**config.mk**
```make
export PLATFORM = sky130hd
export DESIGN_NAME = cdea_top
export DESIGN_NICKNAME = d
export VERILOG_FILES = /design/src/hw/cdea_pkg.sv /design/src/hw/cdea_tag_if.sv /design/src/hw/cdea_top.sv /design/src/hw/cdea_pin_sync.sv
export VERILOG_INCLUDE_DIRS = /design/src /design/src/hw
export SDC_FILE = /design/constraint.sdc
export NUM_CORES = 1
export LEC_CHECK = 0
export ABC_CLOCK_PERIOD_IN_PS = 1930
export BUFFER_PORTS_ARGS = -buffer_cell sky130_fd_sc_hd__buf_2
export CAP_MARGIN = 10
export CORE_MARGIN = 2
export CORE_UTILIZATION = 55
export DETAILED_ROUTE_END_ITERATION = 16
export GPL_TIMING_DRIVEN = 0
export PLACE_DENSITY = 0.8
export SYNTH_ARGS = -nofsm -noshare
export SYNTH_HDL_FRONTEND = slang
export SYNTH_SLANG_ARGS = --single-unit
export TNS_END_PERCENT = 30
```
**constraint.sdc**
```tcl
create_clock -name core_clk -period 1.93 [get_ports core_clk]
set_clock_uncertainty 0.2 [all_clocks]
set_input_delay 0.2895 -clock core_clk [delete_from_list [all_inputs] [get_ports core_clk]]
set_output_delay 0.2895 -clock core_clk [all_outputs]
set_load 0.02 [all_outputs]
```
**src/hw/cdea_defines.svh**
```systemverilog
`ifndef CDEA_DEFINES_SVH
`define CDEA_DEFINES_SVH

`define CDEA_ADDR_W        8
`define CDEA_DATA_W        16

`define CDEA_OFF_IN00      8'h00
`define CDEA_OFF_IO02      8'h02
`define CDEA_OFF_CP07      8'h07
`define CDEA_OFF_SP07      8'h17
`define CDEA_OFF_DIAG      8'h20
`define CDEA_OFF_SP4B      8'h4B
`define CDEA_OFF_SP4C      8'h4C

`define CDEA_B_DISC        1
`define CDEA_B_CSTOP       5
`define CDEA_B_ALERT_EN    7
`define CDEA_B_IF_EN       0
`define CDEA_B_BYTE_MUX    1
`define CDEA_B_ALLOW_DIS   15
`define CDEA_B_CONCUR      0
`define CDEA_B_ROUTE_SP    1
`define CDEA_B_SVC_SEL     2
`define CDEA_B_SP_RESET    7
`define CDEA_B_WRAP_INT    0
`define CDEA_B_WRAP_EXT    1

`define CDEA_TAG_ADDR      0
`define CDEA_TAG_SEL       1
`define CDEA_TAG_CMD       2

`define CDEA_CLK_MHZ       125
`define CDEA_ALERT_NS      1000
`define CDEA_ALERT_CYC     ((`CDEA_ALERT_NS * `CDEA_CLK_MHZ) / 1000)
`define CDEA_DIS_TMO_NS    2000
`define CDEA_DIS_TMO_CYC   ((`CDEA_DIS_TMO_NS * `CDEA_CLK_MHZ) / 1000)
`define CDEA_CHK_CYC       64
`define CDEA_DIAG_LEN      16

`endif

```
**src/hw/cdea_pkg.sv**
```systemverilog
`default_nettype none
package cdea_pkg;
	typedef enum logic [1:0] {
		st_idle  = 2'b00,
		st_init  = 2'b01,
		st_xfer  = 2'b11,
		st_alert = 2'b10
	} cdea_state_t;
endpackage
`default_nettype wire

```
**src/hw/cdea_tag_if.sv**
```systemverilog
`timescale 1ns/100ps
`default_nettype none
interface cdea_tag_if;
	logic [2:0] raw;
	logic [2:0] lvl;
	logic [2:0] rise;
	logic [2:0] fall;
	modport sync (input raw, output lvl, output rise, output fall);
	modport core (output raw, input lvl, input rise, input fall);
endinterface
`default_nettype wire

```
**src/hw/cdea_top.sv**
```systemverilog
// What this block does
// - Detect select-out drop mid-sequence with address-out
// - Disconnect raises init or data interrupt
// - Drop off channel after a disconnect
// - Initial-selection disconnect sets status bit 0.1
// - Transfer disconnect sets status X'02' bit 0.5
// - Error alert raises disconnect-in to host
// - Alert when interface disable request fails
// - Program alert needs feature present and enabled
// - Service reset plus no-hold starts alert
// - Concurrent/non-concurrent modes validate commands differently
// - Mode routes interrupts to control unit or service
// - Internal and external wrap under service control
// - Service select bit 0.2 enables service functions
// - After checkout: buses enabled, host disabled
// - Checkout result readable by service command X'4B'
// - Self-test runs idle, interrupted routine is skipped
// - Power-on or service reset restarts initialization
// - Channel stop: disconnect or channel end, data interrupt
`include "cdea_defines.svh"
`timescale 1ns/100ps
`default_nettype none
module cdea_top
	import cdea_pkg::*;
(
	input  wire logic                    core_clk,
	input  wire logic                    resetn,
	input  wire logic [`CDEA_ADDR_W-1:0] reg_addr,
	input  wire logic [`CDEA_DATA_W-1:0] reg_wdata,
	input  wire logic                    reg_wr,
	input  wire logic                    reg_rd,
	output logic      [`CDEA_DATA_W-1:0] reg_rdata,
	input  wire logic                    host_address_out,
	input  wire logic                    host_select_out,
	input  wire logic                    host_command_out,
	output logic                         op_in,
	output logic                         disc_in,
	output logic                         chan_end_in,
	output logic                         ext_wrap_en,
	input  wire logic                    seq_next,
	input  wire logic                    seq_done,
	input  wire logic                    alert_feature_present,
	input  wire logic                    sp_reset_line,
	input  wire logic                    sp_nohold_line,
	input  wire logic                    cpu_intr_busy,
	output logic                         l3_init_ccu,
	output logic                         l3_data_ccu,
	output logic                         l3_init_sp,
	output logic                         l3_data_sp,
	output logic                         ioc_en,
	output logic                         sp_conn_en,
	output logic                         host_if_en,
	output logic                         svc_select
);
	cdea_state_t      st_r;
	cdea_tag_if       tg ();
	logic [15:0]      cp07_r;
	logic             alert_en_r;
	logic [7:0]       sp07_r;
	logic [4:0]       sp4c_r;
	logic             disc_r;
	logic             cstop_r;
	logic             reject_r;
	logic [6:0]       chk_cnt_r;
	logic             chk_done_r;
	logic             chk_pass_r;
	logic [7:0]       alert_cnt_r;
	logic [7:0]       dis_cnt_r;
	logic             dis_pend_r;
	logic             init_ev_r;
	logic             data_ev_r;
	logic             chan_end_r;
	logic [1:0]       diag_idx_r;
	logic [3:0]       diag_cnt_r;
	logic [`CDEA_DATA_W-1:0] rdata_r;

	logic soft_por;
	logic cp_wr_ok;
	logic disc_ev;
	logic cstop_ev;
	logic sp_alert;
	logic cp_alert;
	logic alert_go;
	logic diag_busy;

	// Wrap loops service-set tag values into the receivers
	assign tg.raw = sp4c_r[`CDEA_B_WRAP_INT] ? sp4c_r[4:2]
		: {host_command_out, host_select_out, host_address_out};
	cdea_pin_sync u_sync (
		.core_clk (core_clk),
		.resetn   (resetn),
		.tg       (tg.sync)
	);

	// Service reset command acts as a power-on reset of the adapter, except the SP4C wrap settings are kept and SP07 loads the written bits 6:0
	assign soft_por = reg_wr && reg_addr == `CDEA_OFF_SP07
		&& reg_wdata[`CDEA_B_SP_RESET];
	// Non-concurrent mode refuses program commands while service owns it
	assign cp_wr_ok = sp07_r[`CDEA_B_CONCUR] || !sp07_r[`CDEA_B_SVC_SEL];
	assign disc_ev = (st_r == st_init || st_r == st_xfer)
		&& tg.lvl[`CDEA_TAG_ADDR] && tg.fall[`CDEA_TAG_SEL];
	assign cstop_ev = st_r == st_xfer && tg.rise[`CDEA_TAG_CMD] && !disc_ev;
	assign sp_alert = sp_reset_line && sp_nohold_line;
	assign cp_alert = dis_pend_r && st_r != st_idle && st_r != st_alert
		&& dis_cnt_r == 8'(`CDEA_DIS_TMO_CYC - 1)
		&& alert_en_r && alert_feature_present;
	assign alert_go = chk_done_r && st_r != st_alert && (sp_alert || cp_alert);

	always_ff @(posedge core_clk) begin
		if (!resetn || soft_por) begin
			chk_cnt_r  <= 7'h00;
			chk_done_r <= 1'b0;
			chk_pass_r <= 1'b0;
		end else if (!chk_done_r) begin
			chk_cnt_r <= chk_cnt_r + 7'h01;
			if (chk_cnt_r == 7'(`CDEA_CHK_CYC - 1)) begin
				chk_done_r <= 1'b1;
				// Passes when no receiver is stuck active
				chk_pass_r <= tg.lvl == 3'h0;
			end
		end
	end

	// Host side stays off until the program enables it
	assign ioc_en      = chk_done_r;
	assign sp_conn_en  = chk_done_r;
	assign host_if_en  = chk_done_r && cp07_r[`CDEA_B_IF_EN];
	assign svc_select  = sp07_r[`CDEA_B_SVC_SEL];
	assign ext_wrap_en = sp4c_r[`CDEA_B_WRAP_EXT];

	always_ff @(posedge core_clk) begin
		if (!resetn) begin
			sp07_r <= 8'h00;
			sp4c_r <= 5'h00;
		end else if (reg_wr) begin
			if (reg_addr == `CDEA_OFF_SP07)
				sp07_r <= {1'b0, reg_wdata[6:0]};
			if (reg_addr == `CDEA_OFF_SP4C)
				sp4c_r <= reg_wdata[4:0];
		end
	end

	always_ff @(posedge core_clk) begin
		if (!resetn || soft_por) begin
			cp07_r     <= 16'h0000;
			alert_en_r <= 1'b0;
			reject_r   <= 1'b0;
		end else begin
			if (reg_wr && !cp_wr_ok && (reg_addr == `CDEA_OFF_CP07
				|| reg_addr == `CDEA_OFF_IO02))
				reject_r <= 1'b1;
			if (reg_wr && cp_wr_ok && reg_addr == `CDEA_OFF_CP07)
				cp07_r <= reg_wdata;
			else if (dis_pend_r && (st_r == st_idle || alert_go))
				cp07_r[`CDEA_B_IF_EN] <= 1'b0;
			if (reg_wr && cp_wr_ok && reg_addr == `CDEA_OFF_IO02)
				alert_en_r <= reg_wdata[`CDEA_B_ALERT_EN];
		end
	end

	// Disable request waits for the channel to go idle, else alert if enabled and feature present
	always_ff @(posedge core_clk) begin
		if (!resetn || soft_por) begin
			dis_pend_r <= 1'b0;
			dis_cnt_r  <= 8'h00;
		end else if (reg_wr && cp_wr_ok && reg_addr == `CDEA_OFF_CP07
			&& reg_wdata[`CDEA_B_ALLOW_DIS]) begin
			dis_pend_r <= 1'b1;
			dis_cnt_r  <= 8'h00;
		end else if (dis_pend_r) begin
			if (st_r == st_idle || alert_go
				|| dis_cnt_r == 8'(`CDEA_DIS_TMO_CYC - 1))
				dis_pend_r <= 1'b0;
			dis_cnt_r <= dis_cnt_r + 8'h01;
		end
	end

	always_ff @(posedge core_clk) begin
		if (!resetn || soft_por) begin
			st_r        <= st_idle;
			alert_cnt_r <= 8'h00;
		end else if (alert_go) begin
			st_r        <= st_alert;
			alert_cnt_r <= 8'h00;
		end else begin
			unique case (st_r)
				st_idle: begin
					if (host_if_en && tg.lvl[`CDEA_TAG_ADDR] && tg.rise[`CDEA_TAG_SEL])
						st_r <= st_init;
				end
				st_init: begin
					if (disc_ev || seq_done)
						st_r <= st_idle;
					else if (seq_next)
						st_r <= st_xfer;
				end
				st_xfer: begin
					if (disc_ev || cstop_ev || seq_done)
						st_r <= st_idle;
				end
				st_alert: begin
					alert_cnt_r <= alert_cnt_r + 8'h01;
					if (alert_cnt_r == 8'(`CDEA_ALERT_CYC - 1))
						st_r <= st_idle;
				end
			endcase
		end
	end

	assign op_in       = st_r == st_init || st_r == st_xfer;
	assign disc_in     = st_r == st_alert;
	assign chan_end_in = chan_end_r;

	// Flags: set wins over clear-on-read
	always_ff @(posedge core_clk) begin
		if (!resetn || soft_por) begin
			disc_r  <= 1'b0;
			cstop_r <= 1'b0;
		end else begin
			if (st_r == st_init && disc_ev)
				disc_r <= 1'b1;
			else if (reg_rd && reg_addr == `CDEA_OFF_IN00)
				disc_r <= 1'b0;
			if ((st_r == st_xfer && disc_ev) || cstop_ev)
				cstop_r <= 1'b1;
			else if (reg_rd && reg_addr == `CDEA_OFF_IO02)
				cstop_r <= 1'b0;
		end
	end

	always_ff @(posedge core_clk) begin
		if (!resetn) begin
			init_ev_r  <= 1'b0;
			data_ev_r  <= 1'b0;
			chan_end_r <= 1'b0;
		end else begin
			init_ev_r  <= st_r == st_init && disc_ev;
			data_ev_r  <= (st_r == st_xfer && disc_ev) || cstop_ev;
			// Block or selector channel gets channel end instead
			chan_end_r <= cstop_ev && !cp07_r[`CDEA_B_BYTE_MUX];
		end
	end

	// Mode definition steers requests to one destination
	assign l3_init_ccu = init_ev_r && !sp07_r[`CDEA_B_ROUTE_SP];
	assign l3_data_ccu = data_ev_r && !sp07_r[`CDEA_B_ROUTE_SP];
	assign l3_init_sp  = init_ev_r && sp07_r[`CDEA_B_ROUTE_SP];
	assign l3_data_sp  = data_ev_r && sp07_r[`CDEA_B_ROUTE_SP];

	// Abandoning avoids any save/restore of routine state
	assign diag_busy = cpu_intr_busy || init_ev_r || data_ev_r;
	always_ff @(posedge core_clk) begin
		if (!resetn || soft_por || !chk_done_r) begin
			diag_idx_r <= 2'h0;
			diag_cnt_r <= 4'h0;
		end else if (diag_busy) begin
			if (diag_cnt_r != 4'h0) begin
				diag_cnt_r <= 4'h0;
				diag_idx_r <= diag_idx_r + 2'h1;
			end
		end else if (diag_cnt_r == 4'(`CDEA_DIAG_LEN - 1)) begin
			diag_cnt_r <= 4'h0;
			diag_idx_r <= diag_idx_r + 2'h1;
		end else begin
			diag_cnt_r <= diag_cnt_r + 4'h1;
		end
	end

	always_ff @(posedge core_clk) begin
		if (!resetn) begin
			rdata_r <= 16'h0000;
		end else if (reg_rd) begin
			unique case (reg_addr)
				`CDEA_OFF_IN00: rdata_r <= {14'h0000, disc_r, 1'b0};
				`CDEA_OFF_IO02: rdata_r <= {8'h00, alert_en_r, 1'b0, cstop_r, 5'h00};
				`CDEA_OFF_CP07: rdata_r <= cp07_r;
				`CDEA_OFF_SP07: rdata_r <= {8'h00, sp07_r};
				`CDEA_OFF_SP4B: rdata_r <= {14'h0000, chk_pass_r, chk_done_r};
				`CDEA_OFF_SP4C: rdata_r <= {11'h000, sp4c_r};
				`CDEA_OFF_DIAG: rdata_r <= {9'h000, reject_r, diag_idx_r, diag_cnt_r};
				default:        rdata_r <= 16'h0000;
			endcase
		end
	end
	assign reg_rdata = rdata_r;
endmodule // cdea_top
`default_nettype wire

```
**src/hw/cdea_pin_sync.sv**
```systemverilog
`timescale 1ns/100ps
`default_nettype none
module cdea_pin_sync (
	input  wire logic core_clk,
	input  wire logic resetn,
	cdea_tag_if.sync  tg
);
	genvar gi;
	generate
		for (gi = 0; gi < 3; gi = gi + 1) begin : g_tag
			logic s1_r;
			logic s2_r;
			logic s3_r;
			logic lvl_r;
			logic rise_r;
			logic fall_r;
			always_ff @(posedge core_clk) begin
				if (!resetn) begin
					s1_r   <= 1'b0;
					s2_r   <= 1'b0;
					s3_r   <= 1'b0;
					lvl_r  <= 1'b0;
					rise_r <= 1'b0;
					fall_r <= 1'b0;
				end else begin
					s1_r   <= tg.raw[gi];
					s2_r   <= s1_r;
					s3_r   <= s2_r;
					// Change counts only once second and third stage agree
					if (s2_r == s3_r)
						lvl_r <= s3_r;
					rise_r <= (s2_r == s3_r) && s3_r && !lvl_r;
					fall_r <= (s2_r == s3_r) && !s3_r && lvl_r;
				end
			end
			assign tg.lvl[gi]  = lvl_r;
			assign tg.rise[gi] = rise_r;
			assign tg.fall[gi] = fall_r;
		end
	endgenerate
endmodule // cdea_pin_sync
`default_nettype wire

```
* Yosys cells after proc, flatten, opt, wreduce, memory -nomap -nowiden
Cells that the tools add are included.
** Cells by class
- Equal/unequal tests :: 26
- Bitwise gates (word level) :: 1
- $add $sub $neg :: 5
- Multiplexer cells :: 26
- Reduce and logical (&&, ||, !) cells :: 80
** Operators by type and width (number)
- $pmux 16 s7 :: 1
- $logic_and 1x1->1 :: 39
- $eq 8x7->1 const B :: 3
- $mux 2 :: 9
- $add 8x1->8 const B :: 2
- $logic_or 1x1->1 :: 14
- $mux 4 :: 3
- $mux 1 :: 11
- $logic_not 1->1 :: 10
- $reduce_bool 2->1 :: 5
- $eq 8x2->1 const B :: 1
- $eq 8x3->1 const B :: 1
- $eq 8x5->1 const B :: 1
- $eq 8x6->1 const B :: 1
- $eq 8x8->1 const B :: 1
- $logic_not 8->1 :: 1
- $ne 2x1->1 const B :: 4
- $pmux 2 s4 :: 1
- $reduce_and 2->1 :: 4
- $reduce_and 4->1 :: 2
- $add 7x1->7 const B :: 1
- $eq 7x6->1 const B :: 1
- $ne 3x2->1 const B :: 2
- $add 4x1->4 const B :: 1
- 15 further kinds :: 19
** Word-level totals
- Word-level logic and storage cells :: 175
- Output and inout bits :: 28
- Bits in registers :: 100
- Input port bits :: 37

* Logic depth before layout (Yosys ltp)
- Depth after elaboration :: 13
- Mapped depth :: 8
- Mapped depth without buffers :: 6

* Modules after synthesis
From an unflattened synthesis, not the netlist that was laid out.
** Second synthesis, totals
- Cells, all modules :: 528
- Area, all modules :: 4559.4 um^2
** Modules (own cells, without submodules)
- cdea_top :: sequential area each 1701.6 um^2, times used 1, cells each 464, area each 3866.2 um^2
- cdea_pin_sync :: sequential area each 360.3 um^2, times used 1, cells each 64, area each 693.2 um^2

* Least setup slack after synthesis
OpenSTA, ideal clock, no wires.
- Path kind :: input-to-reg
- From :: input reg_addr[7]
- To :: register disc_r
- Cell stages on the path :: 5
- Required time :: 1.613 ns
- Arrival :: 1.439 ns
- Buffers on the path :: 2
- Slack :: 0.174 ns
- Setup time :: 0.117 ns
- Cell sequence :: or3_1 > o41ai_2 > buf_4 > buf_6 > nor2_1
** On the way
- Cells in the longest elaborated chain, start to end :: 4
- Elaborated cells between the ends (all ways) :: 7
- Classes of those cells :: eq/ne (1); reduce/logical (6)
** RTL lines
- start, declared :: line cdea_top.sv:28 : input wire logic [`CDEA_ADDR_W-1:0] reg_addr,
- $eq 8x5->1
- $logic_and 1x1->1 (no source line)
- $logic_and 1x1->1 :: line cdea_top.sv:96 : assign soft_por = reg_wr && reg_addr == `CDEA_OFF_SP07
- $logic_or 1x1->1 :: line cdea_top.sv:216 : if (!resetn || soft_por) begin
- end signal, assigned :: line cdea_top.sv:217 : disc_r <= 1'b0;
- end signal, assigned :: line cdea_top.sv:221 : disc_r <= 1'b1;
- end signal, assigned :: line cdea_top.sv:223 : disc_r <= 1'b0;
- end, declared :: line cdea_top.sv:61 : logic disc_r;
Several ways; a longest one is shown, not always the timed one.
A chain may end at the register's enable or synchronous reset.

* Final worst setup path
- From :: register st_r[1]
- To :: output disc_in
** On the way
- Cells in the longest elaborated chain, start to end :: 1
** RTL lines
- start, declared :: line cdea_top.sv:55 : cdea_state_t st_r;
- start signal, assigned :: line cdea_top.sv:180 : st_r <= st_idle;
- start signal, assigned :: line cdea_top.sv:183 : st_r <= st_alert;
- start signal, assigned :: line cdea_top.sv:189 : st_r <= st_init;
- $eq 2x2->1 :: line cdea_top.sv:211 : assign disc_in = st_r == st_alert;
- end, declared :: line cdea_top.sv:37 : output logic disc_in,
Every way passes these cells.

==> summary.md <==
| Metric | Value |
|---|---|
| GRT Residual Overflow | `0` |
| First-pass iteration count of the detailed router | `5` |
| DIE AREA | `just under 9000 sq um` |
| CTS tree | `built` |
| Vias in the first global route | `just under 4000` |
| Area contributors post-synth | `dfxtp_1 (45%), mux2i_1 (7.1%), nor2_1 (6.1%)` |
| # setup viols final | `0` |
| Register area share after synthesis | `44.66%` |
| Initial drt markers | `209` |
| Detailed Route WL | `about 11 mm` |
| CTS buffer count | `9` |
| Critical R2R Launch | `st_r[1]$_SDFFE_PP0P_` |
| Yosys warns | `0` |
| Worst hold path stage count | `3` |
| Critical Path Start | `st_r[1]$_SDFFE_PP0P_` |
| Synth Flop Type | `dfxtp_1` |
| First-pass GRT wire length | `17.93 mm` |
| Mapped cell area | `4483 sq um` |
| Outcome | `complete, no violations` |
| IO Count | `65` |
| Die Ht | `94.28 um` |
| Root Driver | `clkbuf_8` |
| List of most frequent post-synthesis cells | `dfxtp_1 (100), nor2_1 (73), mux2i_1 (32), nand3_1 (26)` |
| Final #Nets | `roughly 620` |
| CP startpoint kind | `flip-flop` |
| Final Non-Filler Cells | `679` |
| Final max-slew violation count | `0` |
| Inserted Diodes | `0` |
| DRT antenna net count | `0` |
| Post-synth cell types | `58` |
| Design area | `5310 sq um` |
| Critical path type | `flip-flop to output port` |
| CTS HTree Levels | `3` |
| Synth Instances | `483` |
| All-layer global routing usage | `25.50%` |
| Largest net degree at the start of global routing | `17` |
| Crit path DAT | `1370 ps` |
| Post-synthesis register bit count | `100` |
| Vias post-DR | `3890` |
| Slew @ Worst Pin | `approximately 700 ps` |
| Die width | `94.28 um` |
| Core region area | `7807 sq um` |
| Min-delay src | `reg_wdata[2]` |
| Area delta synth->final | `18.45%` |
| Worst-skew pair later-pin latency | `360 ps` |
| Max-Slew Margin vs Limit | `a little over half` |
| Post-synth top area cell | `dfxtp_1` |
| Setup TNS | `0 ps` |
| Clock Sinks | `100` |
| RSZ-0062 raised after global routing | `false` |
| Cell Count Post-Placement | `649` |
| Clock Tree Buf Depth | `2` |
| Mean Syn Cell Area | `9.282 sq um` |
| Post-synthesis async set-or-reset flop share | `0%` |
| Reg2reg end | `st_r[0]$_SDFFE_PP0P_` |
| Power Density | `701.4 nW/um^2` |
| WL/cell | `15.93 um` |
| Initial antenna violation count | `0` |
| Worst R2R Path Depth | `6` |
| Area share of the largest cell type after synthesis | `between 40 and 50%` |
| Share of layout cells above drive strength 1 | `a little under a fifth` |
| Peak supply drop | `0.6948 mV` |
| Global placement routability congestion | `0.8794` |
| Final Hold Vio Count | `0` |
| Initial Util | `57.42%` |
| EDFF count, synth | `0` |
| Most common cell in the netlist | `dfxtp_1` |
| Period Utilization, post-route | `96.59%` |
| Port Buffers | `64` |
| FF-to-FF setup slack | `about 120 ps` |
| Row Count | `32` |
| Worst Path Required | `roughly 1400 ps` |
| Synth Net Count | `530` |
| Crit end category | `output port` |
| Via/cell ratio | `5.729` |
| Filler cells | `630` |
| Post-layout min period | `1864 ps` |
| Worst-path clk slew | `around 100 ps` |
| Post-DP HPWL | `8.018 mm` |
| Hold Crit Endpoint | `cp07_r[2]$_SDFFE_PP0P_` |
| F_max | `536.4 MHz` |
| Placement Cell Area | `4931 sq um` |
| Buffer count from post-CTS setup fixing | `0` |
| DRC | `0` |
| Leak pwr | `about 2.3 nW` |
| MaxCap Viol Count | `0` |
| CP max FO | `8` |
| Hold WC Path Type | `input port to flip-flop` |
-- layout by cell type, fill, tap and decap left out, drive strengths merged, types with 2 or more instances in the layout --
cell type,instances
and3b,2
nor4b,2
o211ai,2
inv,16
mux2i,32
nand3,26
nor2b,5
a221o,2
a22o,8
and4b,2
ha,10
clkbuf,23
nor4,4
o311a,2
and2,12
nand4,26
o21ai,7
nor3b,2
a21oi,25
or3,6
a22oi,4
xnor2,6
o21a,3
and4,2
buf,78
nor2,73
nand2b,12
a221oi,2
dlygate4sd3,15
o41a,2
a211oi,2
xor2,14
o31ai,2
nand4b,2
nor3,6
nand2,20
clkinv,2
dfxtp,100
and3,6
-- repair_timing --
action | 4_1_cts | 5_1_grt
cloned | 0 | 0
endpoints found under the hold margin | 18 | 0
gates resized for setup | 3 | 4
hold buffers | 15 | 0
endpoints found under the setup margin | 10 | 10
-- stage by stage --
stage | utilization (%) | setup WS [ps] | total power [mW] | hold WS (ps)
after global routing | 68.01 | 4.936 | 3.836 | 25.85
after floorplan | - | 174.1 | 2.241 | 211.9
after detailed placement | 63.16 | -213.5 | 2.338 | 220.6
final | 68.01 | 65.89 | 3.724 | 7.430
after CTS | 67.92 | 30.70 | 3.730 | 4.676
after global placement | 63.16 | -207.1 | 2.332 | 217.1
-- critical path: stages, from the launching register on --
cell	delay, ps
dfxtp_1	480
nor2b_1	160
buf_2	190
buf_2	190
-- state kept, by name, summed over array words and instances (netlist names), 2 cells and up --
| register | flops |
|---|---|
| u_sync.g_tag.rise_r | 2 |
| sp4c_r | 5 |
| cp07_r | 16 |
| diag_cnt_r | 4 |
| dis_cnt_r | 8 |
| u_sync.g_tag.s2_r | 3 |
| sp07_r | 7 |
| u_sync.g_tag.lvl_r | 3 |
| chk_cnt_r | 7 |
| u_sync.g_tag.s1_r | 3 |
| st_r | 2 |
| reg_rdata | 16 |
| diag_idx_r | 2 |
| u_sync.g_tag.s3_r | 3 |
| alert_cnt_r | 8 |
-- area by class of cell --
class                      instances  area, sq um  area share (%)
inverter                          15        56.30           1.060
multi-input combinational        342         2285           43.03
buffer                            25        156.4           2.945
sequential                       100         2003           37.72
timing repair buffer              79        470.5           8.860
clock buffer                      12        155.1           2.922
tap                              102        127.6           2.403
clock inverter                     4        56.30           1.060
-- worst max-delay path by stage --
stage / cells past startpoint / slack (ps) / end
6_report: 3 / 70 / disc_in
4_1_cts: 3 / 30 / host_if_en
3_3_place_gp: 6 / -210 / cp07_r[13]$_SDFFE_PP0P_
3_5_place_dp: 6 / -210 / chk_cnt_r[0]$_SDFFE_PP0N_
2_1_floorplan: 5 / 170 / disc_r$_SDFFE_PP0P_
5_1_grt: 3 / 5 / disc_in
-- power breakdown --
part	switching, mW	leakage (nW)	internal [mW]
Clock	0.725	0.107	0.681
Sequential	0.0101	0.808	2.08
Combinational	0.135	1.36	0.0956
Total	0.870	2.28	2.85
-- kinds of logic (layout without fill, tap and decap cells) --
logic type | Yosys count | count (layout) | share of synthesized area (%)
AOI/OAI and AO/OA | 68 | 68 | 11.50
xor gates and xnor gates | 20 | 20 | 3.907
adders and majority gates | 10 | 10 | 2.791
buffers and inverters | 41 | 135 | 4.716
DFF | 100 | 100 | 44.66
muxes | 32 | 32 | 7.145
and+or+nand+nor | 212 | 212 | 25.29
-- metal layers --
metal | up-vias | share of wire, % | track usage (%)
met5 | - | 0 | 0
met4 | 0 | 1.8 | 9.300
met3 | 18 | 5.9 | 4.655
met2 | 122 | 49 | 43.51
met1 | 1852 | 43 | 32.10
li1 | 1898 | - | -
No activity file was read; power rests on OpenSTA's default activity.
